### src/rtl/spi_config_status_regs.vh
// Bit positions and reset value of the SPI configuration and status register
`ifndef SPI_CONFIG_STATUS_REGS_VH
`define SPI_CONFIG_STATUS_REGS_VH
`define CFG_RESET_VALUE 8'h07
`define CFG_BIT_BUSY 7
`define CFG_BIT_HOST 6
`define CFG_BIT_PHASE 5
`define CFG_BIT_POLARITY 4
`define CFG_BIT_SELECTED 3
`define CFG_BIT_PIN_LIVE 2
`define CFG_BIT_SHIFT_EMPTY 1
`define CFG_BIT_RX_EMPTY 0
`define GLITCH_FILTER_CYCLES 2'h2
`define PIN_SYNC_IDLE 2'h1
`endif

### src/rtl/spi_config_status.v
// SPI configuration and status register with select deglitch and status tracking
`timescale 1ns/1ps
`include "spi_config_status_regs.vh"
module spi_config_status (
	input wire clk,
	input wire reset_n,
	input wire cfg_write,
	input wire [7:0] cfg_wdata,
	output reg [7:0] cfg_rdata,
	input wire port_enable_bit,
	input wire transfer_busy,
	input wire tx_load,
	input wire rx_byte_arrived,
	input wire rx_buffer_read,
	input wire slave_select_input,
	input wire sck_pin,
	output wire host_role_enable,
	output wire clock_phase_select,
	output wire clock_polarity_select,
	output wire sck_idle_level,
	output wire sample_on_rising,
	output wire selected_flag,
	output wire shifter_empty_flag,
	output wire rx_holding_empty_flag
);

	// ****************************************
	// Reset release
	// ****************************************
	reg rst_meta_r;
	reg rst_sync_r;
	always @(posedge clk or negedge reset_n) begin
		if (!reset_n) begin
			rst_meta_r <= 1'b0;
			rst_sync_r <= 1'b0;
		end else begin
			rst_meta_r <= 1'b1;
			rst_sync_r <= rst_meta_r;
		end
	end

	// ****************************************
	// Pin synchronisers
	// ****************************************
	// Bit 0 is the select pin, bit 1 the serial clock pin
	localparam [1:0] PIN_IDLE = `PIN_SYNC_IDLE;
	localparam [7:0] CFG_RESET = `CFG_RESET_VALUE;
	wire [1:0] pin_raw;
	reg [1:0] pin_meta_r;
	reg [1:0] pin_sync_r;
	assign pin_raw = {sck_pin, slave_select_input};
	genvar pin_i;
	generate
		for (pin_i = 0; pin_i < 2; pin_i = pin_i + 1) begin : g_pin_sync
			// Idle reset levels keep a false edge or select from following reset
			always @(posedge clk or negedge rst_sync_r) begin
				if (!rst_sync_r) begin
					pin_meta_r[pin_i] <= PIN_IDLE[pin_i];
					pin_sync_r[pin_i] <= PIN_IDLE[pin_i];
				end else begin
					pin_meta_r[pin_i] <= pin_raw[pin_i];
					pin_sync_r[pin_i] <= pin_meta_r[pin_i];
				end
			end
		end
	endgenerate
	wire nss_sync;
	wire sck_sync;
	assign nss_sync = pin_sync_r[0];
	assign sck_sync = pin_sync_r[1];

	// ****************************************
	// Serial clock edge detect
	// ****************************************
	reg sck_prev_r;
	always @(posedge clk or negedge rst_sync_r) begin
		if (!rst_sync_r) begin
			sck_prev_r <= PIN_IDLE[1];
		end else begin
			sck_prev_r <= sck_sync;
		end
	end
	// Both directions count: any transition while port_enable_bit is set means the shifter is in use
	wire sck_edge;
	assign sck_edge = sck_sync ^ sck_prev_r;

	// ****************************************
	// Select deglitch
	// ****************************************
	// A level must hold for one cycle more than the filter count before the flag follows it
	reg [1:0] glitch_cnt_r;
	reg [1:0] glitch_cnt_nxt;
	reg selected_r;
	reg selected_nxt;
	always @* begin
		glitch_cnt_nxt = 2'h0;
		selected_nxt = selected_r;
		if (nss_sync == selected_r) begin
			if (glitch_cnt_r == `GLITCH_FILTER_CYCLES) begin
				selected_nxt = ~nss_sync;
			end else begin
				glitch_cnt_nxt = glitch_cnt_r + 2'h1;
			end
		end
	end
	always @(posedge clk or negedge rst_sync_r) begin
		if (!rst_sync_r) begin
			glitch_cnt_r <= 2'h0;
			selected_r <= CFG_RESET[`CFG_BIT_SELECTED];
		end else begin
			glitch_cnt_r <= glitch_cnt_nxt;
			selected_r <= selected_nxt;
		end
	end
	assign selected_flag = selected_r;

	// ****************************************
	// Writable configuration
	// ****************************************
	reg host_r;
	reg phase_r;
	reg polarity_r;
	reg host_nxt;
	reg phase_nxt;
	reg polarity_nxt;
	always @* begin
		host_nxt = host_r;
		phase_nxt = phase_r;
		polarity_nxt = polarity_r;
		if (cfg_write) begin
			// Selected and live-pin positions have no storage behind them
			host_nxt = cfg_wdata[`CFG_BIT_HOST];
			phase_nxt = cfg_wdata[`CFG_BIT_PHASE];
			polarity_nxt = cfg_wdata[`CFG_BIT_POLARITY];
		end
	end
	// Changing phase or polarity mid-frame is not guarded: software's duty
	always @(posedge clk or negedge rst_sync_r) begin
		if (!rst_sync_r) begin
			host_r <= CFG_RESET[`CFG_BIT_HOST];
			phase_r <= CFG_RESET[`CFG_BIT_PHASE];
			polarity_r <= CFG_RESET[`CFG_BIT_POLARITY];
		end else begin
			host_r <= host_nxt;
			phase_r <= phase_nxt;
			polarity_r <= polarity_nxt;
		end
	end
	assign host_role_enable = host_r;
	assign clock_phase_select = phase_r;
	assign clock_polarity_select = polarity_r;
	assign sck_idle_level = polarity_r;
	// Phase 0 latches on the leading edge, phase 1 on the trailing edge
	assign sample_on_rising = phase_r ~^ polarity_r;

	// ****************************************
	// Shifter and receive status
	// ****************************************
	reg shift_empty_r;
	reg rx_empty_r;
	reg shift_empty_nxt;
	reg rx_empty_nxt;
	wire shift_clear;
	assign shift_clear = tx_load | (sck_edge & port_enable_bit);
	always @* begin
		shift_empty_nxt = shift_empty_r;
		rx_empty_nxt = rx_empty_r;
		// Clearing causes win over the idle set so no edge is missed
		if (shift_clear) begin
			shift_empty_nxt = 1'b0;
		end else if (!transfer_busy) begin
			shift_empty_nxt = 1'b1;
		end
		// Arrival wins over a read in the same cycle
		if (rx_byte_arrived) begin
			rx_empty_nxt = 1'b0;
		end else if (rx_buffer_read) begin
			rx_empty_nxt = 1'b1;
		end
	end
	always @(posedge clk or negedge rst_sync_r) begin
		if (!rst_sync_r) begin
			shift_empty_r <= CFG_RESET[`CFG_BIT_SHIFT_EMPTY];
			rx_empty_r <= CFG_RESET[`CFG_BIT_RX_EMPTY];
		end else begin
			shift_empty_r <= shift_empty_nxt;
			rx_empty_r <= rx_empty_nxt;
		end
	end
	assign shifter_empty_flag = host_r | shift_empty_r;
	assign rx_holding_empty_flag = rx_empty_r;

	// ****************************************
	// Read value
	// ****************************************
	// Live pin bit trails the pin by the synchroniser plus this register
	reg [7:0] read_image_nxt;
	always @* begin
		read_image_nxt = 8'h00;
		read_image_nxt[`CFG_BIT_BUSY] = transfer_busy;
		read_image_nxt[`CFG_BIT_HOST] = host_r;
		read_image_nxt[`CFG_BIT_PHASE] = phase_r;
		read_image_nxt[`CFG_BIT_POLARITY] = polarity_r;
		read_image_nxt[`CFG_BIT_SELECTED] = selected_r;
		read_image_nxt[`CFG_BIT_PIN_LIVE] = nss_sync;
		read_image_nxt[`CFG_BIT_SHIFT_EMPTY] = host_r | shift_empty_r;
		read_image_nxt[`CFG_BIT_RX_EMPTY] = rx_empty_r;
	end
	always @(posedge clk or negedge rst_sync_r) begin
		if (!rst_sync_r) begin
			cfg_rdata <= CFG_RESET;
		end else begin
			cfg_rdata <= read_image_nxt;
		end
	end

endmodule // spi_config_status

### config.mk
export PLATFORM = sky130hd
export DESIGN_NAME = spi_config_status
export DESIGN_NICKNAME = d
export VERILOG_FILES = /design/src/rtl/spi_config_status.v
export VERILOG_INCLUDE_DIRS = /design/src /design/src/rtl
export SDC_FILE = /design/constraint.sdc
export NUM_CORES = 1
export LEC_CHECK = 0
export BUFFER_PORTS_ARGS = -buffer_cell sky130_fd_sc_hd__buf_2
export CELL_PAD_IN_SITES_DETAIL_PLACEMENT = 1
export CELL_PAD_IN_SITES_GLOBAL_PLACEMENT = 1
export CORE_ASPECT_RATIO = 0.9
export CORE_MARGIN = 10
export CORE_UTILIZATION = 31
export CTS_BUF_LIST = sky130_fd_sc_hd__clkbuf_16
export DETAILED_ROUTE_END_ITERATION = 6
export PLACE_DENSITY = 0.77
export RECOVER_POWER = 50
export SYNTH_ARGS = -nofsm -noshare
export SYNTH_HDL_FRONTEND = slang
export SYNTH_SLANG_ARGS = --single-unit
export TNS_END_PERCENT = 1
### constraint.sdc
create_clock -name clk -period 0.8 [get_ports clk]
set_input_delay 0.08 -clock clk [delete_from_list [all_inputs] [get_ports clk]]
set_output_delay 0.08 -clock clk [all_outputs]
set_load 0.1 [all_outputs]
# Yosys cells after proc, flatten, opt, wreduce, memory -nomap -nowiden
# Index checks and enable logic that the tools add are counted.
# totals
mem_bits_ro,0
mem_bits_rw,0
output_inout_bits,16
latchBits,0
reg_bits,23
in_bits,18
memories,0
# classes
bitwise_logic,6
addsub,1
mul,0
n_div,0
shift,0
n_reduce_logical,2
n_eq_ne,3
n_lt_le_gt_ge,0
muxes,6
# ops
cell,n
2-to-1 mux 1 bit,4
2-to-1 mux 2 bit,2
adder 2 x 1 -> 2 bit (second input constant),1
== test 2 bit (second input constant),1
!= test 2 x 1 -> 1 bit (second input constant),1
OR 1 bit,2
AND reduction 2 bit,1
nonzero test 2 bit,1
bitwise AND 1 bit,1
== test 1 bit,1
NOT 1 bit,1
XNOR 1 bit,1
XOR 1 bit,1

# Logic depth before layout (Yosys ltp)
# logic_depth
depth_word,4
depth_mapped,2
mapped_depth_nobuf,2

# Worst setup path after synthesis
# Ideal clock, no wire load.
# synth_path
path_kind,register to output
from,"register polarity_r, in the netlist clock_polarity_select"
to,output port sample_on_rising
n_path_buf,0
stages_incl_launch_ff,2
required_ns,0.720
arrival_time_ns,2.510
path_slack_ns,-1.790
cell_sequence,dfrtp_1 xnor2_1
# synth_via
elab_chain_len,1
# synth_rtl
element,line,rtl
from (decl),spi_config_status.v:122,reg polarity_r;
from (signal assigned),spi_config_status.v:142,polarity_r <= CFG_RESET[`CFG_BIT_POLARITY];
from (signal assigned),spi_config_status.v:146,polarity_r <= polarity_nxt;
XNOR 1 bit,spi_config_status.v:154,assign sample_on_rising = phase_r ~^ polarity_r;
to (decl),spi_config_status.v:21,"output wire sample_on_rising,"
# No other way between the ends.

# Worst setup path in the final report
# Same ends and word-level chain as after synthesis.

==> out/metrics.yaml <==
worst_slack_ns: -0.432
status: "complete, but fails checks"
area_growth_syn_to_layout_pct: 92.2
p_total_uw: 4570
slew_violations: 0
hold_path_class: "input port to flop"
antenna_found_initial: 0
hold_ws_ns: -0.0285
grt_pass1_wl_um: 3550
timing.fmax_ghz: 0.812
synth-seq-cells: 23
ir_drop_mv: 2.26
yosys.area.top_type_share: 0.552
vias: 496
maxCapViolations: 0
cts-root-buf: "clkbuf_16"
h-tree-depth: 1
synth_cell_types: 15
drive_above_1_share: 0.686
final-setup-viol-count: 23
cts_made_buffers: 3
hold_end: "shift_empty_r"
cp-start-kind: "flop"
syn_inst: 41
grt_util_met1: 0.0955
r2r-start: "clock_phase_select"
violations: "hold timing, setup timing"
power_density_nw_per_um2: 3270
die_height_um: 65.9
synthTopCellsByArea: "dfrtp_1 (55%), dfstp_2 (25%), mux2_2 (4.7%)"
totalWireLength_um: 2250
syn_area_um2: 726
use_met3: 0.0405
r2r_setup_slack_ns: -0.24
comb_power_share: 0.418
ys_warn_count: 0
synth_fp_nets: 59
place.gp.congestion: 0.611
r2r-end: "clock_phase_select"
fin_crit_sh: 1.54
routedWlPerCell_um: 19.9
io_pins: 34
first_pass_iters: 3
antenna_cells: 0
period_minus_slack_ns: 1.23
grt_pass1_vias: 624
cts_sinks: 23
start_util: 0.330
synth_top_area_cell: "dfrtp_1"
cts_tree: "done"
drt_drc_violations_left: 0
use_met2: 0.189
nets: 105
rr_worst_depth: 2
cts_hold_buffers: 6
p_int_uw: 2780
std_cell_rows: 16
crit_fanout: 4
clock_path_buffers: 2
die_w_um: 71
grt_max_degree: 17
clock_latency_ns: 0.26
holdPathStages: 2
arrival_ns: 1.15
clk_pin_slew_worst_paths_ns: 0.06
hp-start: "port_enable_bit"
sw_frac_of_total: 0.390
seqPwrFrac: 0.343
die_area_um2: 4680
hold_viol_final: 1
io_buffers: 28
grt_remaining_overflow: 0
rsz0062_at_grt: "true"
worstSetupEndpointType: "output port"
skew_ns: 0.00242
postLayoutCellArea_um2: 1400
ant_nets: 0
route.detailed.vias_per_inst: 4.39
syn_area_per_cell_um2: 17.7
slowest_stage: "dfrtp_4"
grtUsageTotal: 0.101
crit_required_ns: 0.72
cpPeakStageDelay_ns: 0.53
drt_iter0_drc: 6
synth_seq_area_share: 0.805
top_usage_layer: "met2"
dpl_cell_area_um2: 1220
leakagePower_uw: 0.000638
coreArea_um2: 2200
path_class: "flop to output port"
dp_hpwl_um: 1420
p_switching_uw: 1780
p_clk_frac: 0.239
crit_chain: "xnor2_4 -> buf_12"
-- layout make-up --
class                   instances  area [um2]
multi-input cells              15         170
fillers                       209         807
clock inverters                 1        5.00
clock buffers                   3        75.1
flip-flops and latches         23         596
well taps                      27        33.8
repair buffers                 42         508
inverters                       2        7.51
-- critical path, delay by kind of cell, from the launching register on --
kind / cells / cell delay [ns]
XOR/XNOR: 1 / 0.17
buffers and inverters: 1 / 0.19
flip-flops: 1 / 0.53
-- sequential cells by signal, indices dropped and copies added (netlist names) --
name,cells
cfg_rdata,8
glitch_cnt_r,2
pin_meta_r,2
clock_phase_select,1
clock_polarity_select,1
host_role_enable,1
nss_sync,1
rst_meta_r,1
rst_sync_r,1
rx_holding_empty_flag,1
sck_prev_r,1
sck_sync,1
selected_flag,1
shift_empty_r,1
-- kinds of logic (layout without fill, tap and decap cells) --
kind of cell,Yosys count,count (layout),synth area share
flip-flops,23,23,0.805
AND/OR/NAND/NOR,6,6,0.0517
multiplexers,4,4,0.0603
XOR/XNOR,3,3,0.0362
buffers and inverters,3,48,0.0207
other,1,1,0.00517
AO/OA/AOI/OAI,1,1,0.0207
-- cell usage in the layout, fill, tap and decap left out --
| cell | instances |
|---|---|
| a221oi_2 | 1 |
| buf_12 | 16 |
| buf_2 | 11 |
| buf_4 | 2 |
| buf_6 | 4 |
| clkbuf_1 | 2 |
| clkbuf_16 | 3 |
| clkbuf_2 | 1 |
| clkinv_2 | 1 |
| conb_1 | 1 |
| dfrtp_1 | 11 |
| dfrtp_2 | 3 |
| dfrtp_4 | 2 |
| dfstp_2 | 7 |
| dlygate4sd3_1 | 6 |
| inv_1 | 2 |
| mux2_2 | 1 |
| mux2_4 | 2 |
| mux2i_1 | 1 |
| nand2b_4 | 1 |
| nor2_1 | 2 |
| nor3_1 | 1 |
| nor3b_2 | 1 |
| or2_4 | 1 |
| xnor2_4 | 1 |
| xor2_1 | 1 |
| xor2_2 | 1 |
-- stage by stage --
stage	util	hold slack, ns	std cells	TNS, ns	worst slack, ns
2_1_floorplan	-	-0.216	41	-4.97	-0.555
3_3_place_gp	0.552	-0.134	102	-0.953	-0.149
3_5_place_dp	0.552	-0.133	102	-1.23	-0.169
4_1_cts	0.634	-0.0322	113	-5.06	-0.440
5_1_grt	0.634	-0.0275	113	-5.49	-0.453
6_report	0.634	-0.0285	113	-4.98	-0.432
-- power by group through the flow --
stage,combinational [uW],sequential (uW),clock (uW)
floorplan,340,2240,0
global placement,1780,1520,0
detailed placement,1810,1550,0
CTS,1920,1570,1110
global route,1960,1590,1160
finish,1910,1570,1090
-- cells in the mapped netlist --
master	n
a221oi_2	1
buf_4	1
conb_1	1
dfrtp_1	16
dfstp_2	7
inv_1	2
mux2_2	3
mux2i_1	1
nand2b_1	1
nor2_1	2
nor3_1	1
nor3b_2	1
or2_2	1
xnor2_1	1
xor2_1	2
-- per-layer routing --
layer  share of wire  routed length (um)
met1            0.35                 783
met2            0.58                1310
met3           0.058                 130
met4           0.012                  27
met5               0                   0
-- worst max-delay path by stage --
stage	startpoint	end	depth (start not counted)
2_1_floorplan	clock_phase_select	sample_on_rising	1
3_3_place_gp	clock_phase_select	sample_on_rising	2
3_5_place_dp	clock_phase_select	sample_on_rising	2
4_1_cts	clock_phase_select	sample_on_rising	2
5_1_grt	clock_phase_select	sample_on_rising	2
6_report	clock_polarity_select	sample_on_rising	2
-- repair_timing --
action,CTS,global route
setup endpoints to repair,23,23
resized for setup,7,2
pin swaps,1,1
hold endpoints to repair,7,1
setup buffers,1,0
Power figures use the tool's default switching activity.
